<file path="src/rtl/scc_regs.svh">
`ifndef SCC_REGS_SVH
`define SCC_REGS_SVH
`define SCC_CLK_MHZ 125
`define SCC_SETTLE_NS 1000
`define SCC_SETTLE_CYC ((`SCC_SETTLE_NS * `SCC_CLK_MHZ + 999) / 1000)
`define SCC_LOCK_REF 200
`define SCC_RATE_FULL 2'h0
`define SCC_RATE_HALF 2'h1
`define SCC_RATE_QUARTER 2'h2
`define SCC_ALIGN_COMMA 2'h1
`define SCC_COMMA_POS 7'h1F
`define SCC_COMMA_NEG 7'h60
`define SCC_COMMA_LEN 7
`define SCC_SYM_W 10
`define SCC_EQ_NONE 4'h0
`define SCC_EQ_FULL 4'h1
`define SCC_EQ_PART_BIT 3
`define SCC_EQ_INTERVAL 1024
`define SCC_EQ_GAIN_RST 4'hF
`define SCC_EQ_ZERO_RST 3'h4
`define SCC_WIN_LEN 8
`endif

</file>
<file path="src/rtl/scc_pkg.sv">
package scc_pkg;
  typedef enum logic [1:0] {PLL_OFF, PLL_SETTLE, PLL_LOCK_WAIT, PLL_LOCKED} scc_pll_state_type;
  typedef enum logic [1:0] {EQ_FLAT, EQ_ADAPT_FULL, EQ_ADAPT_GAIN} scc_eq_mode_type;
endpackage

</file>
<file path="src/rtl/scc_stream_if.sv">
`timescale 1ns/1ps
interface scc_stream_if #(parameter int W = 10);
  logic [W-1:0] data;
  logic valid;
  logic ready;
  modport src (output data, output valid, input ready);
  modport snk (input data, input valid, output ready);
endinterface

</file>
<file path="src/rtl/scc_fifo.sv">
`timescale 1ns/1ps
module scc_fifo #(
  parameter int W = 10,
  parameter int DEPTH = 8
) (
  // Clock and reset
  input wire logic clk,
  input wire logic nrst,
  // Fill and drain sides
  scc_stream_if.snk wr,
  scc_stream_if.src rd
);
  localparam int AW = $clog2(DEPTH);
  logic [W-1:0] mem [DEPTH];
  logic [AW-1:0] wp_r;
  logic [AW-1:0] rp_r;
  logic [AW:0] cnt_r;
  logic room_r;
  logic push;
  logic pop;
  logic [AW:0] cnt_nxt;

  assign push = wr.valid && room_r;
  assign pop = rd.valid && rd.ready;
  assign cnt_nxt = cnt_r + (AW+1)'(push) - (AW+1)'(pop);
  assign wr.ready = room_r;
  assign rd.valid = cnt_r != '0;
  assign rd.data = mem[rp_r];

  always_ff @(posedge clk)
  begin
    if (push)
    begin
      mem[wp_r] <= wr.data;
    end
  end

  always_ff @(posedge clk)
  begin
    if (!nrst)
    begin
      wp_r <= '0;
      rp_r <= '0;
      cnt_r <= '0;
      room_r <= 1'b1;
    end
    else
    begin
      wp_r <= push ? AW'((wp_r + 1'b1) % DEPTH) : wp_r;
      rp_r <= pop ? AW'((rp_r + 1'b1) % DEPTH) : rp_r;
      cnt_r <= cnt_nxt;
      room_r <= cnt_nxt != (AW+1)'(DEPTH);
    end
  end
endmodule

</file>
<file path="src/rtl/scc_top.sv">
`timescale 1ns/1ps
`include "scc_regs.svh"
module scc_top #(
  parameter int SYM_W = `SCC_SYM_W,
  parameter int FIFO_DEPTH = 8,
  parameter int LOCK_REF = `SCC_LOCK_REF,
  parameter int EQ_INTERVAL = `SCC_EQ_INTERVAL
) (
  // Clock and reset
  input wire logic clk,
  input wire logic nrst,
  // PLL control
  input wire logic pll_power_on,
  input wire logic [3:0] pll_multiplier,
  input wire logic serdes_reference_clock,
  output logic pll_locked,
  output logic [5:0] pll_mult_x2,
  output logic pll_mult_bad,
  // Rate selection
  input wire logic [1:0] tx_rate,
  input wire logic [1:0] rx_rate,
  output logic [2:0] tx_rate_scale_factor_x2,
  output logic [2:0] rx_rate_scale_factor_x2,
  // Transmit side
  input wire logic transmitter_on,
  input wire logic [SYM_W-1:0] tx_sym_data,
  input wire logic tx_sym_valid,
  output logic tx_sym_ready,
  output logic tx_serial,
  output logic serializer_byte_clock,
  // Receive side and clock recovery
  input wire logic receiver_on,
  input wire logic rx_serial,
  input wire logic rx_phase,
  input wire logic signal_loss_monitor,
  input wire logic signal_loss_detect,
  input wire logic clock_recovery_mode,
  output logic [6:0] cdr_phase,
  output logic signed [5:0] cdr_freq,
  output logic cdr_frozen,
  // Symbol alignment
  input wire logic [1:0] align_mode,
  input wire logic align_jog,
  output logic [SYM_W-1:0] rx_sym_data,
  output logic rx_sym_valid,
  output logic rx_comma_seen,
  // Equalizer
  input wire logic [3:0] adaptive_gain_setting,
  input wire logic eq_boost_vote,
  input wire logic eq_cut_vote,
  output logic [3:0] eq_gain,
  output logic [2:0] eq_zero
);
  localparam int SETTLE_CYC = `SCC_SETTLE_CYC;
  localparam int EQ_CW = $clog2(EQ_INTERVAL);
  localparam int SCW = $clog2(SYM_W + 1);

  // PLL power-up sequencing
  scc_pkg::scc_pll_state_type pll_st_r, pll_st_nxt;
  logic [8:0] pll_cnt_r, pll_cnt_nxt;
  logic ref_d_r;
  logic ref_rise;
  logic [5:0] mult_x2;
  logic mult_bad;

  assign ref_rise = serdes_reference_clock && !ref_d_r;

  always_comb
  begin
    mult_bad = 1'b0;
    unique case (pll_multiplier)
      4'h0: mult_x2 = 6'h08;
      4'h1: mult_x2 = 6'h0A;
      4'h2: mult_x2 = 6'h0C;
      4'h3: mult_x2 = 6'h10;
      4'h4: mult_x2 = 6'h14;
      4'h5: mult_x2 = 6'h18;
      4'h6: mult_x2 = 6'h19;
      4'h7: mult_x2 = 6'h1E;
      4'h8: mult_x2 = 6'h28;
      4'h9: mult_x2 = 6'h32;
      default:
      begin
        mult_x2 = 6'h00;
        mult_bad = 1'b1;
      end
    endcase
  end

  always_comb
  begin
    pll_st_nxt = pll_st_r;
    pll_cnt_nxt = pll_cnt_r;
    unique case (pll_st_r)
      scc_pkg::PLL_OFF:
      begin
        pll_cnt_nxt = '0;
        if (pll_power_on && !mult_bad)
        begin
          pll_st_nxt = scc_pkg::PLL_SETTLE;
        end
      end
      scc_pkg::PLL_SETTLE:
      begin
        pll_cnt_nxt = pll_cnt_r + 9'h001;
        if (pll_cnt_r == 9'(SETTLE_CYC - 1))
        begin
          pll_st_nxt = scc_pkg::PLL_LOCK_WAIT;
          pll_cnt_nxt = '0;
        end
      end
      scc_pkg::PLL_LOCK_WAIT:
      begin
        if (ref_rise)
        begin
          pll_cnt_nxt = pll_cnt_r + 9'h001;
          if (pll_cnt_r == 9'(LOCK_REF - 1))
          begin
            pll_st_nxt = scc_pkg::PLL_LOCKED;
          end
        end
      end
      scc_pkg::PLL_LOCKED: pll_cnt_nxt = '0;
    endcase
    if (!pll_power_on)
    begin
      pll_st_nxt = scc_pkg::PLL_OFF;
      pll_cnt_nxt = '0;
    end
  end

  always_ff @(posedge clk)
  begin
    if (!nrst)
    begin
      pll_st_r <= scc_pkg::PLL_OFF;
      pll_cnt_r <= '0;
      ref_d_r <= 1'b0;
      pll_locked <= 1'b0;
      pll_mult_x2 <= '0;
      pll_mult_bad <= 1'b0;
    end
    else
    begin
      pll_st_r <= pll_st_nxt;
      pll_cnt_r <= pll_cnt_nxt;
      ref_d_r <= serdes_reference_clock;
      pll_locked <= pll_st_nxt == scc_pkg::PLL_LOCKED;
      pll_mult_x2 <= mult_x2;
      pll_mult_bad <= mult_bad;
    end
  end

  // Per-direction sample enables, index 0 transmit, 1 receive
  logic [1:0] rate_en;
  logic [1:0] rate_code [2];
  logic [2:0] scale_x2 [2];
  assign rate_code[0] = tx_rate;
  assign rate_code[1] = rx_rate;

  for (genvar d = 0; d < 2; d++)
  begin : g_rate
    logic [1:0] div_r;
    assign rate_en[d] = pll_locked && (
      (rate_code[d] == `SCC_RATE_FULL) ||
      (rate_code[d] == `SCC_RATE_HALF && div_r[0]) ||
      (rate_code[d] == `SCC_RATE_QUARTER && div_r == 2'h3));
    assign scale_x2[d] = (rate_code[d] == `SCC_RATE_FULL) ? 3'h1 :
                         (rate_code[d] == `SCC_RATE_HALF) ? 3'h2 :
                         (rate_code[d] == `SCC_RATE_QUARTER) ? 3'h4 : 3'h0;
    always_ff @(posedge clk)
    begin
      if (!nrst || !pll_locked)
      begin
        div_r <= '0;
      end
      else
      begin
        div_r <= div_r + 2'h1;
      end
    end
  end

  // Transmit path: FIFO then serializer
  scc_stream_if #(.W(SYM_W)) tx_in ();
  scc_stream_if #(.W(SYM_W)) tx_out ();
  assign tx_in.data = tx_sym_data;
  assign tx_in.valid = tx_sym_valid;
  assign tx_sym_ready = tx_in.ready;

  scc_fifo #(.W(SYM_W), .DEPTH(FIFO_DEPTH)) u_tx_fifo (
    .clk(clk),
    .nrst(nrst),
    .wr(tx_in),
    .rd(tx_out)
  );

  logic [SYM_W-1:0] ser_r;
  logic [SCW-1:0] ser_left_r;
  logic [SCW-1:0] bclk_cnt_r;
  logic tx_step;
  logic tx_load;
  logic bclk_flip;

  assign tx_step = rate_en[0] && transmitter_on;
  assign tx_load = tx_step && ser_left_r == '0 && tx_out.valid;
  assign tx_out.ready = tx_load;
  assign bclk_flip = rate_en[0] && bclk_cnt_r == SCW'(SYM_W / 2 - 1);

  always_ff @(posedge clk)
  begin
    if (!nrst)
    begin
      ser_r <= '0;
      ser_left_r <= '0;
      tx_serial <= 1'b0;
      bclk_cnt_r <= '0;
      serializer_byte_clock <= 1'b0;
      tx_rate_scale_factor_x2 <= '0;
      rx_rate_scale_factor_x2 <= '0;
    end
    else
    begin
      tx_rate_scale_factor_x2 <= scale_x2[0];
      rx_rate_scale_factor_x2 <= scale_x2[1];
      if (rate_en[0])
      begin
        bclk_cnt_r <= bclk_flip ? '0 : bclk_cnt_r + SCW'(1);
        serializer_byte_clock <= serializer_byte_clock ^ bclk_flip;
      end
      if (!transmitter_on)
      begin
        tx_serial <= 1'b0;
      end
      else if (tx_load)
      begin
        tx_serial <= tx_out.data[SYM_W-1];
        ser_r <= tx_out.data << 1;
        ser_left_r <= SCW'(SYM_W - 1);
      end
      else if (tx_step && ser_left_r != '0)
      begin
        tx_serial <= ser_r[SYM_W-1];
        ser_r <= ser_r << 1;
        ser_left_r <= ser_left_r - SCW'(1);
      end
    end
  end

  // Clock recovery voting
  logic rx_step;
  logic prev_bit_r;
  logic [2:0] win_r;
  logic [3:0] early_r;
  logic [3:0] late_r;
  logic trans;
  logic vote_e;
  logic vote_l;
  logic [3:0] early_t;
  logic [3:0] late_t;
  logic win_end;
  logic maj_e;
  logic maj_l;
  logic frozen;
  logic signed [5:0] freq_nxt;
  logic [6:0] step1;

  assign rx_step = rate_en[1] && receiver_on;
  assign frozen = signal_loss_monitor && signal_loss_detect;
  assign trans = rx_serial != prev_bit_r;
  assign vote_e = trans && rx_phase == rx_serial;
  assign vote_l = trans && rx_phase != rx_serial;
  assign early_t = early_r + 4'(vote_e);
  assign late_t = late_r + 4'(vote_l);
  assign win_end = win_r == 3'(`SCC_WIN_LEN - 1);
  assign maj_e = win_end && early_t > late_t;
  assign maj_l = win_end && late_t > early_t;
  assign step1 = maj_e ? 7'h7F : maj_l ? 7'h01 : 7'h00;
  assign freq_nxt = (maj_l && cdr_freq != 6'sd31) ? cdr_freq + 6'sd1 :
                    (maj_e && cdr_freq != 6'sh20) ? cdr_freq - 6'sd1 : cdr_freq;

  always_ff @(posedge clk)
  begin
    if (!nrst)
    begin
      prev_bit_r <= 1'b0;
      win_r <= '0;
      early_r <= '0;
      late_r <= '0;
      cdr_phase <= '0;
      cdr_freq <= '0;
      cdr_frozen <= 1'b0;
    end
    else
    begin
      cdr_frozen <= frozen;
      if (rx_step && frozen)
      begin
        prev_bit_r <= rx_serial;
        win_r <= '0;
        early_r <= '0;
        late_r <= '0;
      end
      else if (rx_step)
      begin
        prev_bit_r <= rx_serial;
        win_r <= win_r + 3'h1;
        early_r <= win_end ? '0 : early_t;
        late_r <= win_end ? '0 : late_t;
        if (win_end && clock_recovery_mode)
        begin
          cdr_freq <= freq_nxt;
          cdr_phase <= cdr_phase + step1 + 7'(freq_nxt);
        end
        else if (win_end)
        begin
          cdr_phase <= cdr_phase + step1;
        end
      end
    end
  end

  // Deserializer with comma alignment and jog
  logic [SYM_W-1:0] des_r;
  logic [SCW-1:0] bits_r;
  logic [SYM_W-1:0] des_nxt;
  logic comma_hit;
  logic jog;
  logic [SCW-1:0] bits_nxt;

  assign des_nxt = {des_r[SYM_W-2:0], rx_serial};
  assign comma_hit = align_mode == `SCC_ALIGN_COMMA &&
    (des_nxt[6:0] == `SCC_COMMA_POS || des_nxt[6:0] == `SCC_COMMA_NEG);
  assign jog = align_jog && align_mode != `SCC_ALIGN_COMMA;
  assign bits_nxt = comma_hit ? SCW'(`SCC_COMMA_LEN) : jog ? bits_r : bits_r + SCW'(1);

  always_ff @(posedge clk)
  begin
    if (!nrst)
    begin
      des_r <= '0;
      bits_r <= '0;
      rx_sym_data <= '0;
      rx_sym_valid <= 1'b0;
      rx_comma_seen <= 1'b0;
    end
    else
    begin
      rx_sym_valid <= 1'b0;
      if (rx_step)
      begin
        des_r <= des_nxt;
        rx_comma_seen <= rx_comma_seen || comma_hit;
        if (bits_nxt == SCW'(SYM_W))
        begin
          bits_r <= '0;
          rx_sym_data <= des_nxt;
          rx_sym_valid <= 1'b1;
        end
        else
        begin
          bits_r <= bits_nxt;
        end
      end
    end
  end

  // Adaptive equalizer
  scc_pkg::scc_eq_mode_type eq_mode;
  logic [EQ_CW-1:0] eq_cnt_r;
  logic signed [EQ_CW+1:0] eq_acc_r;
  logic signed [EQ_CW+1:0] eq_acc_t;
  logic eq_end;
  logic eq_up;
  logic eq_dn;

  assign eq_mode = (adaptive_gain_setting == `SCC_EQ_FULL) ? scc_pkg::EQ_ADAPT_FULL :
                   adaptive_gain_setting[`SCC_EQ_PART_BIT] ? scc_pkg::EQ_ADAPT_GAIN :
                   scc_pkg::EQ_FLAT;
  assign eq_acc_t = eq_acc_r + (EQ_CW+2)'(eq_boost_vote) - (EQ_CW+2)'(eq_cut_vote);
  assign eq_end = eq_cnt_r == EQ_CW'(EQ_INTERVAL - 1);
  assign eq_up = eq_end && eq_acc_t > 0;
  assign eq_dn = eq_end && eq_acc_t < 0;

  always_ff @(posedge clk)
  begin
    if (!nrst)
    begin
      eq_cnt_r <= '0;
      eq_acc_r <= '0;
      eq_gain <= `SCC_EQ_GAIN_RST;
      eq_zero <= `SCC_EQ_ZERO_RST;
    end
    else if (eq_mode == scc_pkg::EQ_FLAT)
    begin
      eq_cnt_r <= '0;
      eq_acc_r <= '0;
      eq_gain <= `SCC_EQ_GAIN_RST;
    end
    else if (rx_step)
    begin
      eq_cnt_r <= eq_end ? '0 : eq_cnt_r + EQ_CW'(1);
      eq_acc_r <= eq_end ? '0 : eq_acc_t;
      if (eq_mode == scc_pkg::EQ_ADAPT_GAIN)
      begin
        eq_zero <= adaptive_gain_setting[2:0];
      end
      if (eq_up && eq_gain != 4'hF)
      begin
        eq_gain <= eq_gain + 4'h1;
      end
      else if (eq_up && eq_mode == scc_pkg::EQ_ADAPT_FULL && eq_zero != 3'h7)
      begin
        eq_zero <= eq_zero + 3'h1;
      end
      if (eq_dn && eq_gain != 4'h0)
      begin
        eq_gain <= eq_gain - 4'h1;
      end
      else if (eq_dn && eq_mode == scc_pkg::EQ_ADAPT_FULL && eq_zero != 3'h0)
      begin
        eq_zero <= eq_zero - 3'h1;
      end
    end
  end
endmodule

</file>
<file path="config.mk">
export PLATFORM = sky130hd
export DESIGN_NAME = scc_top
export DESIGN_NICKNAME = d
export VERILOG_FILES = /design/src/rtl/scc_pkg.sv /design/src/rtl/scc_stream_if.sv /design/src/rtl/scc_fifo.sv /design/src/rtl/scc_top.sv
export VERILOG_INCLUDE_DIRS = /design/src /design/src/rtl
export SDC_FILE = /design/constraint.sdc
export NUM_CORES = 1
export LEC_CHECK = 0
export CELL_PAD_IN_SITES_DETAIL_PLACEMENT = 0
export CELL_PAD_IN_SITES_GLOBAL_PLACEMENT = 1
export CORE_AREA = 5 5 153 155
export CTS_BUF_LIST = sky130_fd_sc_hd__clkbuf_16
export DETAILED_ROUTE_END_ITERATION = 7
export DIE_AREA = 0 0 158 160
export DONT_BUFFER_PORTS = 1
export PLACE_DENSITY = 0.86
export RECOVER_POWER = 50
export SETUP_SLACK_MARGIN = 0.5
export SYNTH_ARGS = -nofsm -noshare
export SYNTH_HDL_FRONTEND = slang
export SYNTH_SLANG_ARGS = --single-unit
</file>
<file path="constraint.sdc">
create_clock -name clk -period 9.1 [get_ports clk]
set_clock_uncertainty 0.05 [all_clocks]
set_input_delay 1.365 -clock clk [delete_from_list [all_inputs] [get_ports clk]]
set_output_delay 1.365 -clock clk [all_outputs]
set_load 0.03 [all_outputs]
</file>
Word-level counts from Yosys, hierarchy flattened

Memory sizes are Yosys's and may differ from the RTL's. A register that Yosys moved wholly into a read port is not among the register bits.
Cells that the tools add are included.

Word-level logic and storage cells: 242
Bits in registers: 141
Input bits: 39
Output and inout bits: 50
Memories kept: 1
Memory bits (writable): 80

Memories:

| memory        | depth | bits a word | read ports | clocked after Yosys merged registers in | wr ports | RTL line       | source |
|---|---|---|---|---|---|---|---|
| u_tx_fifo.mem | 8     | 10          | 1          | 1                                       | 1        | scc_fifo.sv:14 | `logic [W-1:0] mem [DEPTH];` |

Reduce and logical (&&, ||, !) cells: 76
Equality and inequality tests: 41
Magnitude comparators: 4
Add/subtract/negate cells: 24
Bitwise gates (word level): 4
Mux-type cells: 53

Operators with widths:

| cell                  | count |
|---|---|
| $pmux W6 S10          | 1 |
| $mux W4               | 10 |
| $logic_and A1 B1 Y1   | 35 |
| $mux W10              | 3 |
| $mux W3               | 9 |
| $pmux W9 S3           | 1 |
| $mux W7               | 3 |
| $eq A4 B3 Y1 const B  | 5 |
| $mux W2               | 9 |
| $mux W9               | 2 |
| $eq A2 B2 Y1 const B  | 8 |
| $add A7 B7 Y7         | 2 |
| $reduce_and A2 Y1     | 7 |
| $add A12 B1 Y12       | 1 |
| $add A3 B1 Y3 const B | 4 |
| $add A4 B1 Y4         | 3 |
| $add A4 B1 Y4 const B | 3 |
| $eq A4 B4 Y1 const B  | 3 |
| $gt A12 B1 Y1 const B | 1 |
| $lt A12 B1 Y1 const B | 1 |
| $mux W12              | 1 |
| $mux W6               | 2 |
| $ne A6 B6 Y1 const B  | 2 |
| $reduce_bool A4 Y1    | 3 |
| 39 further kinds      | 83 |

Depth between registers and ports, before layout

Gate-level depths: netlist of the first run.

Depth after elaboration: 11
Gate-level depth with buffers: 27
Mapped depth without buffers: 27

Cells and area by module

From an unflattened synthesis of the first run, not the netlist that was laid out.

Cell total of the unflattened synthesis: 1082
Area, all modules: 11033.1 µm²

Modules (own cells, without submodules):

| module   | area an instance (µm²) | sequential area each (µm²) | instances | cells each |
|---|---|---|---|---|
| scc_top  | 7248.2                 | 2562.5                     | 1         | 889 |
| scc_fifo | 3784.9                 | 2682.6                     | 1         | 193 |

Worst setup path after synthesis of the first run

OpenSTA, ideal clock, no wires.

Path type: input-to-reg
Start: input rx_serial
End: register cdr_phase[6]
Stages: 24
Slack: 3040 ps
Setup time: 72 ps
Required time: 8978 ps
Arrival: 5938 ps
Path buffers: 0
Cell sequence: inv_1 > ha_1 > nor2b_1 > ha_1 > ha_1 > ha_1 > and2b_2 > o31a_1 > nor2_1 > nand2_1 > nand2_1 > ha_1 > inv_1 > fa_1 > inv_1 > fa_1 > a21o_1 > a21oi_1 > o21bai_1 > a21oi_1 > xnor3_1 > a31o_1 > a21boi_2 > mux2i_1

Cells in the longest elaborated chain, start to end: 10
Elaborated cells between the ends (all ways): 21
Classes of those cells: 4 x add/sub; 2 x order compare; 3 x eq/ne; 6 x mux; 6 x reduce/logical

Ends and longest elaborated chain:

| element                                        | RTL line                                       | source |
|---|---|---|
| start: declaration                             | scc_top.sv:33                                  | `input wire logic rx_serial,` |
| $ne A1 B1 Y1 (tied with other cells)           | scc_top.sv:270                                 | `assign trans = rx_serial != prev_bit_r;` |
| $logic_and A1 B1 Y1 (on tied branches)         | scc_top.sv:272, scc_top.sv:271                 |  |
| $add A4 B1 Y4 (on tied branches)               | scc_top.sv:274, scc_top.sv:273                 |  |
| $gt A4 B4 Y1 (on tied branches)                | scc_top.sv:277, scc_top.sv:276                 |  |
| $logic_and A1 B1 Y1 (on tied branches)         | scc_top.sv:277, scc_top.sv:276                 |  |
| $mux W1 or $logic_and A1 B1 Y1 (tied branches) | scc_top.sv:278, scc_top.sv:280                 |  |
| $mux W7 or $mux W6 (tied branches)             | scc_top.sv:278, scc_top.sv:280                 |  |
| $add A7 B7 Y7 or $mux W6 (tied branches)       | scc_top.sv:313, scc_top.sv:317, scc_top.sv:279 |  |
| $add A7 B7 Y7 or $mux W7 (tied branches)       | scc_top.sv:313, scc_top.sv:315                 |  |
| $mux W7 (*)                                    | scc_top.sv:310                                 | `if (win_end && clock_recovery_mode)` |
| end signal: assignment                         | scc_top.sv:313                                 | `cdr_phase <= cdr_phase + step1 + 7'(freq_nxt);` |
| end signal: assignment                         | scc_top.sv:317                                 | `cdr_phase <= cdr_phase + step1;` |
| end: declaration                               | scc_top.sv:38                                  | `output logic [6:0] cdr_phase,` |

Every way passes the cells marked *; elsewhere a longest branch is shown, timed or not. The select of a mux whose other input is x is not followed.
A chain may end at the register's enable or synchronous reset.

Final worst setup path of the first run

Ends and elaborated chain as after synthesis.

==> summary.md, run 1 <==
| Metric | Value |
|---|---|
| Area Growth Syn to Fin | 9.415% |
| Status | finished, violations left |
| Clk sinks | 222 |
| Hold WS | 399.3 ps |
| Slowest stage cell, crit path | fa_1 |
| Compound-cell area share of the yosys netlist | 0.1091 |
| DP HPWL | 14950 um |
| Final Cell Area | 0.01198 mm^2 |
| Num CTS Buffers | 26 |
| R2R Path End | cdr_phase[6] |
| Yosys synthesis warning count | 0 |
| Fillers | 1873 |
| Crit path max fanout | 5 |
| Syn avg cell area | 10.10 um^2 |
| Layout net count | 1183 |
| Commonest non-fill, non-tap cell in the layout | dfxtp_1 |
| FF/Latch Area | roughly 0.0052 mm^2 |
| Final ANT Viol Nets | 0 |
| CP peak stage delay | 490 ps |
| Slew HR | -0.5334 |
| #FFs+latches synth | 222 |
| Row count | 54 |
| Wire per inst | 16.26 um |
| GRT Util Overall | 0.1759 |
| Worst ir drop on vdd | between 0.0002 and 0.00025 V |
| Max frequency | 166.3 MHz |
| Ys flop type | dfxtp_1 |
| Synth Instances | 1084 |
| Worst reg2reg path startpoint | prev_bit_r |
| Final core utilization | 0.5524 |
| Setup crit start kind | input port |
| Gates resized, CTS repair | 0 |
| Total nets after synthesis | 1190 |
| Post-synthesis mux area share | 0.06970 |
| Synth Area in XOR/XNOR | 0.04765 |
| Max cap viols | 3 |
| Pre-antenna DRT Iters | 5 |
| CTS tree | built |
| Post-DP Area | approximately 0.011 mm^2 |
| Reg2Reg Setup Slack | ~3500 ps |
| CP Capture Type | register |
| Final min period | approximately 6000 ps |
| Synthesized area | 0.01095 mm^2 |
| Setup violators final | 0 |
| Critical Path RT | 9500 ps |
| Critical setup path kind | input port to register |
| Die ar. | 0.02528 mm^2 |
| Fin. Hold Viols | 0 |
| Main combinational cell family by area after synthesis | simple AND/OR/NAND/NOR gates |
| Synth Area in Simple Gates | 0.1722 |
| Setup TNS Final | 0 ps |
| Actual slew at the worst max-slew pin | 2300 ps |
| # Post-CTS Setup Buffers | 0 |
| Final WL | roughly 22000 um |
| GP Congestion | 0.8313 |
| Io pins | 89 |
| RSZ-0062 raised after global routing | false |
| Drt via density | 5.531 |
| Distinct cell type count after synthesis | 74 |
| Leak | 4.361 nW |
| Worst-path clk slew | roughly 60 ps |
| Failing checks | capacitance limit, slew limit |
| Hold path endpoint | g_rate[0].div_r[0] |
| Adder-Cell Fraction of Synth Area | 0.07998 |
| Initial core utilization | 0.5049 |
| H-tree Lvls | 1 |
| Most Frequent Cell on Critical Path | ha_1 |
| Pwr/cell area | around 180 mW/mm^2 |
| Most frequent cells in the layout | dfxtp_1, nor2_1, nand2_1, a21oi_1, edfxtp_1 |
| Core Area | 0.02169 mm^2 |
| Worst Slack Setup Final | 3086 ps |
| First-pass GRT wire length | 37090 um |
| Slew Limit Fails | 140 |
| Total global routing overflow | 0 |
| HP Class | register to register |
| Layout cells sized above 1 | 0.07847 |
| Area of the multi-input gates | 0.005261 mm^2 |
| Final period util | 0.6609 |
| Hold depth | 1 |
| Worst-Skew Late Latency | 540 ps |
| Port-buffer cells | 0 |
| Post-synthesis sequential area ratio | 0.4790 |
| CTS Hold Bufs | 0 |
| DIE WIDTH | between 150 and 200 um |
| Die height | about 160 um |
| EDFF count, synth | 80 |
| CTS Root Cell | clkbuf_16 |
| Iteration-0 DRC count of the detailed router | 535 |
| Vias in the first global route | 7236 |
| # diodes | 0 |
| Setup WS pre-CTS | 2561 ps |
| Largest net degree at the start of global routing | 51 |
| Initial antenna violation count | 0 |
| Crit path arrival time | 6420 ps |
| Worst hold start | g_rate[0].div_r[0] |
| FF-to-FF path depth | 25 |
| Asr flop ratio synth | 0 |
| DRC | 0 |
| CTS max path bufs | 3 |
| Via count | 7611 |
[worst max path at each step]
stage / end / startpoint
6_report: cdr_phase[6] / rx_serial
5_1_grt: cdr_phase[6] / rx_serial
4_1_cts: cdr_phase[6] / rx_serial
3_5_place_dp: cdr_phase[6] / rx_serial
3_3_place_gp: cdr_phase[6] / rx_serial
2_1_floorplan: cdr_phase[6] / rx_serial
[through the flow]
stage / total power [mW] / instances
after floorplan: 1.205 / 1084
after global placement: 1.234 / 1329
after detailed placement: 1.237 / 1329
after CTS: 2.238 / 1376
after global routing: 2.307 / 1376
final: 2.207 / 1376
[cell usage after synthesis, types with 4 or more instances]
cell type	instances	area (um^2)
nand3b_1	7	52.55
nor3b_1	13	97.59
o21bai_1	5	37.54
a21oi_1	83	415.4
dfxtp_1	142	2843
o31ai_1	4	30.03
mux4_2	20	450.4
inv_1	59	221.5
xnor2_1	24	210.2
nor4_1	6	37.54
buf_2	4	20.02
a211o_1	5	43.79
o21ai_0	20	100.1
nand2b_1	5	31.28
edfxtp_1	80	2402
and3_1	11	68.82
nand4_1	15	93.84
xor2_1	33	289.0
nor2_1	117	439.2
or3_1	5	31.28
fa_1	5	100.1
a21o_1	10	75.07
mux2i_1	29	290.3
and2_1	5	31.28
nand2_1	111	416.7
nor3_1	18	90.09
o211ai_1	15	112.6
a211oi_1	9	67.56
ha_1	62	775.7
a31oi_1	5	31.28
o21a_1	4	30.03
nor2b_1	8	50.05
clkbuf_1	34	127.6
nand3_1	42	210.2
[layout make-up]
cell class,instances,share of cell area
Inverter,60,0.01880
Multi-Input combinational cell,755,0.4391
Tap cell,280,0.02924
Sequential cell,222,0.4378
Timing Repair Buffer,12,0.005326
Clock buffer,26,0.05430
Clock inverter,21,0.01546
[state kept, by name, summed over array words and instances, names as in the netlist, 4 cells and up, named ones only]
| register | cells |
|---|---|
| des_r | 8 |
| eq_gain | 4 |
| bclk_cnt_r | 4 |
| cdr_phase | 7 |
| bits_r | 4 |
| ser_left_r | 4 |
| eq_cnt_r | 10 |
| pll_mult_x2 | 6 |
| eq_acc_r | 12 |
| late_r | 4 |
| g_rate.div_r | 4 |
| pll_cnt_r | 9 |
| cdr_freq | 6 |
| u_tx_fifo.mem | 80 |
| early_r | 4 |
| ser_r | 9 |
| u_tx_fifo.cnt_r | 4 |
| rx_sym_data | 10 |
[metal layers]
layer / track usage / wire length, um / vias up
li1: - / - / 3855
met1: 0.2350 / 10090 / 3592
met2: 0.2976 / 10860 / 135
met3: 0.03221 / 972 / 29
met4: 0.04071 / 459 / 0
met5: 0 / 0 / -
[power breakdown]
group / switching, mW / internal (mW) / leakage (nW)
Combinational: 0.0766 / 0.0537 / 2.07
Sequential: 0.0217 / 1.06 / 1.87
Clock: 0.410 / 0.581 / 0.412
[logic make-up (layout without fill, tap and decap cells)]
| family | Yosys count | after routing |
|---|---|---|
| DFF | 222 | 222 |
| adders and majority gates | 67 | 67 |
| and+or+nand+nor | 391 | 391 |
| muxes | 51 | 51 |
| buffers and inverters | 107 | 119 |
| xor gates and xnor gates | 58 | 58 |
| AOI/OAI and AO/OA | 188 | 188 |
[worst max-delay path, delay by kind of cell]
family | cells | cell delay, ps
compound gates | 7 | 1300
simple gates | 5 | 960
fa+ha+maj | 7 | 2140
buf+inv | 4 | 190
xor+xnor | 1 | 260
mux | 1 | 180
Power figures use the tool's default switching activity.
==> run 2: changes to the inputs <==
--- a/config.mk
+++ b/config.mk
@@ -6,14 +6,15 @@
 export SDC_FILE = /design/constraint.sdc
 export NUM_CORES = 1
 export LEC_CHECK = 0
+export ABC_AREA = 1
 export CELL_PAD_IN_SITES_DETAIL_PLACEMENT = 0
 export CELL_PAD_IN_SITES_GLOBAL_PLACEMENT = 1
-export CORE_AREA = 5 5 153 155
+export CORE_AREA = 5 5 165 167
 export CTS_BUF_LIST = sky130_fd_sc_hd__clkbuf_16
 export DETAILED_ROUTE_END_ITERATION = 7
-export DIE_AREA = 0 0 158 160
+export DIE_AREA = 0 0 170 172
 export DONT_BUFFER_PORTS = 1
-export PLACE_DENSITY = 0.86
+export PLACE_DENSITY = 0.82
 export RECOVER_POWER = 50
 export SETUP_SLACK_MARGIN = 0.5
 export SYNTH_ARGS = -nofsm -noshare
==> constraint.sdc (replaced) <==
create_clock -name clk -period 4.84 [get_ports clk]
set_clock_uncertainty 0.05 [all_clocks]
set_input_delay 0.726 -clock clk [delete_from_list [all_inputs] [get_ports clk]]
set_output_delay 0.726 -clock clk [all_outputs]
set_load 0.03 [all_outputs]
==> run 2 against run 1 <==
- the run still ends with capacitance limit, slew limit left
- register-to-register slack worse by 2900 ps
- sequential power grew 89%
- power up 88%
- first-iteration DRC count shrank 16%
- routed wire length is 8.7% higher
- setup slack got worse by 2500 ps
- critical endpoint unchanged
==> summary.md, run 2 <==
| Metric | Value |
|---|---|
| Status | finished, violations left |
| Failing checks | capacitance limit, slew limit |
| Total global routing overflow | 0 |
| Post-synth top cells | nand2_1, inv_1, dfxtp_1, nor2_1, a21oi_1 |
| Largest net degree at the start of global routing | 53 |
| Vias in the first global route | 7954 |
| Critical Path RT | 5210 ps |
| DRC | 0 |
| Die height | about 170 um |
| Iteration-0 DRC count of the detailed router | between 400 and 500 |
| Yosys synthesis warning count | 0 |
| Setup WS pre-CTS | 126.9 ps |
| Top Registers | u_tx_fifo.mem (80), eq_acc_r (12) |
| DP HPWL | about 17000 um |
| Initial antenna violation count | 0 |
| CTS max path bufs | 3 |
| Max FFs per register | 80 |
| Final min period | 4270 ps |
| Pwr/cell area | 331.6 mW/mm^2 |
| FF/Latch Area | 0.005248 mm^2 |
| GR met3 Demand/Resource | 0.02949 |
| Port-buffer cells | 0 |
| Yosys top cell by area | dfxtp_1 |
| Crit path arrival time | 4640 ps |
| Fin. Hold Viols | 0 |
| Synth top area share | 0.2566 |
| GP Congestion | 0.7987 |
| CP Capture Type | register |
| Die ar. | just under 0.03 mm^2 |
| Setup crit start kind | register |
| Max cap viols | 2 |
| HP Class | input port to register |
| Wire per inst | 14.66 um |
| Num CTS Buffers | 25 |
| First-pass GRT wire length | around 40000 um |
| Critical setup path kind | register to register |
| Worst Setup SP | prev_bit_r |
| Synth top area cells | dfxtp_1, edfxtp_1, nand2_1 |
| Final WL | 24330 um |
| Io pins | 89 |
| Worst-Skew Late Latency | 530 ps |
| Leak | 5.213 nW |
| Area Growth Syn to Fin | 13.01% |
| Synth Instances | about 1300 |
| Fillers | around 2400 |
| Slowest stage cell, crit path | fa_2 |
| Crit path max fanout | 3 |
| Synthesized area | between 0.01 and 0.015 mm^2 |
| Met1 GRT Util | 0.2076 |
| Clk sinks | 222 |
| Most Frequent Cell on Critical Path | ha_4 |
| Most common cell in the netlist | nand2_1 |
| #FFs+latches synth | around 220 |
| CTS Hold Bufs | 0 |
| Worst-path clk slew | 60 ps |
| Actual slew at the worst max-slew pin | ~2000 ps |
| Ys flop type | dfxtp_1 |
| Via count | 8387 |
| Pre-antenna DRT Iters | 5 |
| Worst Slack Setup Final | 569.9 ps |
| Slew HR | -0.3549 |
| Setup violators final | 0 |
| # diodes | 0 |
| H-tree Lvls | 1 |
| Syn avg cell area | 8.490 um^2 |
| Core Area | 0.02562 mm^2 |
| Slew Limit Fails | 79 |
| Layout cells sized above 1 | 0.09660 |
| Max frequency | 234.2 MHz |
| Commonest non-fill, non-tap cell in the layout | nand2_1 |
| Layout net count | between 1000 and 1500 |
| Final period util | 0.8823 |
| Worst ir drop on vdd | 0.0002620 V |
| Worst reg2reg path startpoint | prev_bit_r |
| CTS Root Cell | clkbuf_16 |
| Post-synthesis sequential area ratio | 0.4734 |
| DIE WIDTH | ~170 um |
| EDFF count, synth | 80 |
| Total nets after synthesis | 1411 |
| Distinct cell type count after synthesis | 51 |
| RSZ-0062 raised after global routing | true |
| Initial core utilization | 0.4325 |
| CP peak stage delay | 530 ps |
| Met2 usage | 0.2893 |
| Worst hold start | tx_rate[0] |
| Gr busiest metal | met2 |
| Row count | 59 |
| Area of the multi-input gates | 0.005216 mm^2 |
| GRT Util Overall | 0.1635 |
| Setup TNS Final | 0 ps |
| Asr flop ratio synth | 0 |
| Reg with most FFs | u_tx_fifo.mem |
| Final core utilization | 0.4888 |
| Most frequent cells in the layout | nand2_1, inv_1, dfxtp_1, nor2_1, a21oi_1 |
| Final ANT Viol Nets | 0 |
| CTS tree | built |
| Drt via density | roughly 5.1 |
==> run 2: stage by stage <==
| step | hold WS [ps] | instance area, um^2 | std cells | power (mW) |
|---|---|---|---|---|
| after floorplan | 367.4 | 11200 | 1305 | 2.268 |
| after global placement | 377.4 | 11490 | 1609 | 2.320 |
| after detailed placement | 384.9 | 11490 | 1609 | 2.328 |
| after global routing | 180.8 | 12520 | 1660 | 4.331 |
| after CTS | 189.9 | 12340 | 1653 | 4.209 |
| final | 214.2 | 12520 | 1660 | 4.151 |
==> run 2: final timing paths <==
check | endpoint | slack [ps] | depth (start not counted)
max reg2reg | cdr_phase[6] | 570 | 31
max | cdr_phase[6] | 570 | 31
min reg2reg | g_rate[0].div_r[0] | 400 | 1
min | tx_rate_scale_factor_x2[2] | 210 | 1
==> run 2: metal layers <==
| metal | share of wire | wire (um) |
|---|---|---|
| met1 | 0.44 | 10700 |
| met5 | 0 | 0 |
| met4 | 0.022 | 527 |
| met2 | 0.49 | 11970 |
| met3 | 0.046 | 1130 |
==> run 2: cell families after synthesis <==
kind of cell,synth area share
adder cells (fa/ha/maj),0.07905
AND/OR/NAND/NOR,0.2032
XOR/XNOR,0.02925
flip-flops,0.4734
AO/OA/AOI/OAI,0.1169
buffers and inverters,0.07928
multiplexers,0.01897
==> run 2: power by group <==
group	switching, mW	total (mW)	internal, mW
Clock	0.755	1.87	1.11
Sequential	0.0365	2.04	2.00
Combinational	0.160	0.243	0.0831
Total	0.951	4.15	3.20
==> run 2: critical path, delay by kind of cell (launching register included) <==
kind            cells  cell delay (ps)
flops               1              330
simple gates       12              890
buf+inv             8              390
fa+ha+maj           7             1990
compound gates      4              530
==> run 2: final cells by class <==
| type | count | share of cell area |
|---|---|---|
| Sequential cell | 222 | 0.4191 |
| Multi-Input combinational cell | 857 | 0.4166 |
| Inverter | 189 | 0.05846 |
| Clock buffer | 27 | 0.05396 |
| Tap cell | 335 | 0.03348 |
| Clock inverter | 17 | 0.01119 |
| Timing Repair Buffer | 13 | 0.007195 |
==> run 2: timing repair <==
action                                 CTS  global route
endpoints found under the hold margin    0             0
buffers inserted                         0             7
pin swaps                                1            29
resized for setup                        5            30
setup endpoints to repair                2             2
==> run 3: changes to the inputs <==
--- a/config.mk
+++ b/config.mk
@@ -7,14 +7,12 @@
 export NUM_CORES = 1
 export LEC_CHECK = 0
 export ABC_AREA = 1
-export CELL_PAD_IN_SITES_DETAIL_PLACEMENT = 0
-export CELL_PAD_IN_SITES_GLOBAL_PLACEMENT = 1
-export CORE_AREA = 5 5 165 167
+export CORE_AREA = 5 5 154 156
 export CTS_BUF_LIST = sky130_fd_sc_hd__clkbuf_16
 export DETAILED_ROUTE_END_ITERATION = 7
-export DIE_AREA = 0 0 170 172
+export DIE_AREA = 0 0 159 161
 export DONT_BUFFER_PORTS = 1
-export PLACE_DENSITY = 0.82
+export PLACE_DENSITY = 0.74
 export RECOVER_POWER = 50
 export SETUP_SLACK_MARGIN = 0.5
 export SYNTH_ARGS = -nofsm -noshare
==> run 3 against run 2 <==
- the flow still finishes with violations (capacitance limit, slew limit)
- register-to-register slack got worse by 70 ps
- via count is 3.3% higher
- sequential cell count unchanged
- utilization grew 7.0 points
- final cell count shrank 3.1%
- sequential share of layout area rose by 0.33 points
==> summary.md, run 3 (synthesized netlist as in run 2, its figures left out) <==
| Metric | Value |
|---|---|
| Non-Filler Instances | 1609 |
| Critical setup path kind | register to register |
| GRT Util Overall | 0.1806 |
| Setup WS pre-CTS | 190.0 ps |
| Num CTS Buffers | 24 |
| Leak | 5.159 nW |
| CP peak stage delay | ~520 ps |
| Commonest non-fill, non-tap cell in the layout | nand2_1 |
| CTS Root Cell | clkbuf_16 |
| DP Cell Count | 1556 |
| Initial antenna violation count | 0 |
| Io pins | 89 |
| Port-buffer cells | 0 |
| Max frequency | 230.2 MHz |
| Most Frequent Cell on Critical Path | ha_4 |
| Row count | 55 |
| Top Registers | u_tx_fifo.mem (80), eq_acc_r (12) |
| CP Capture Type | register |
| Final WL | 24250 um |
| Initial core utilization | 0.4985 |
| Critical Path RT | 5190 ps |
| Failing checks | capacitance limit, slew limit |
| Setup TNS Final | 0 ps |
| GP Congestion | 0.8264 |
| Via count | between 8000 and 9000 |
| Power after layout | 3.986 mW |
| Slowest stage cell, crit path | fa_2 |
| Vias in the first global route | about 8000 |
| Die height | 161 um |
| Total global routing overflow | 0 |
| Pwr/cell area | between 300 and 400 mW/mm^2 |
| Final ANT Viol Nets | 0 |
| Max cap viols | 1 |
| Worst-path clk slew | 60 ps |
| Slew HR | -0.3146 |
| Final core utilization | 0.5589 |
| Most frequent cells in the layout | nand2_1, inv_1, dfxtp_1, nor2_1, a21oi_1 |
| Drt via density | ~5.4 |
| CTS max path bufs | 3 |
| Hold WS | between 200 and 250 ps |
| RSZ-0062 raised after global routing | true |
| Worst Slack Setup Final | approximately 500 ps |
| Final period util | 0.8975 |
| DP HPWL | 16310 um |
| Pre-antenna DRT Iters | 4 |
| Actual slew at the worst max-slew pin | approximately 2000 ps |
| First-pass GRT wire length | 39590 um |
| # diodes | 0 |
| Setup violators final | 0 |
| CTS tree | built |
| Delay-heaviest family, CP | adder cells |
| Wire per inst | 15.07 um |
| Reg with most FFs | u_tx_fifo.mem |
| Final min period | 4344 ps |
| Worst-Skew Late Latency | ~510 ps |
| Buf/Inv on CP | 8 |
| Setup crit start kind | register |
| Die ar. | 0.02560 mm^2 |
| Status | finished, violations left |
| DIE WIDTH | 159 um |
| Crit path max fanout | 3 |
| Clk sinks | between 200 and 250 |
| DRC | 0 |
| CTS Hold Bufs | 0 |
| Final Cell Area | about 0.012 mm^2 |
| Core Area | 0.02223 mm^2 |
| Iteration-0 DRC count of the detailed router | 493 |
| Post-DP Area | 0.01141 mm^2 |
| HP Class | input port to register |
| Slew Limit Fails | 44 |
| Worst ir drop on vdd | 0.0002499 V |
| Layout net count | roughly 1400 |
| H-tree Lvls | 1 |
| Fin. Hold Viols | 0 |
| Crit path arrival time | between 4000 and 5000 ps |
| Area Growth Syn to Fin | 12.13% |
| Largest net degree at the start of global routing | 53 |
| Layout cells sized above 1 | 0.09139 |
| Max FFs per register | 80 |
==> run 3: cell count changes in the layout (fill, tap and decap cells not counted), sizes merged <==
cell / previous run / this run
clkbuf: 29 / 26
inv: 197 / 195
clkinv: 7 / 11
bufinv: 2 / 1
clkinvlp: 0 / 1
==> run 3: routing by layer <==
layer  wire, um  vias to the layer above  share of wire  track usage
met5          0                        -              0            0
met4        599                        0          0.025      0.05235
met3       1415                       42          0.058      0.03317
met2      12160                      216           0.50       0.3196
met1      10080                     4050           0.42       0.2262
li1           -                     4356              -            -
==> run 3: final cells by class <==
cell class,instances,area [um^2]
clock buffers,25,625.6
clock inverters,19,107.6
fillers,1948,9804
inverters,189,729.5
multi-input cells,857,5266
flip-flops and latches,222,5248
well taps,285,356.6
repair buffers,12,90.09
==> run 3: final timing paths <==
check	start	end	slack, ps	depth (start not counted)
hold reg to reg	g_rate[0].div_r[0]	g_rate[0].div_r[0]	400	1
setup reg to reg	prev_bit_r	cdr_phase[6]	500	31
setup / recovery	prev_bit_r	cdr_phase[6]	500	31
hold / removal	tx_rate[0]	tx_rate_scale_factor_x2[2]	240	1
==> run 3: power breakdown <==
group	internal, mW	switching (mW)	leakage (nW)
registers	2.00	0.0377	1.87
clock network	0.981	0.720	0.376
logic	0.0830	0.159	2.91
==> run 3: worst register-to-register path, delay by kind of cell, from the launching register on <==
family,cells,cell delay [ps]
AOI/OAI and AO/OA,4,600
adders and majority gates,7,1920
buffers and inverters,8,410
DFF,1,330
and+or+nand+nor,12,950
==> run 3: what timing repair did <==
item | CTS | global route
endpoints found under the hold margin | 0 | 0
pin swaps | 10 | 26
gates resized for setup | 6 | 37
setup endpoints to repair | 2 | 2
setup buffers | 2 | 7
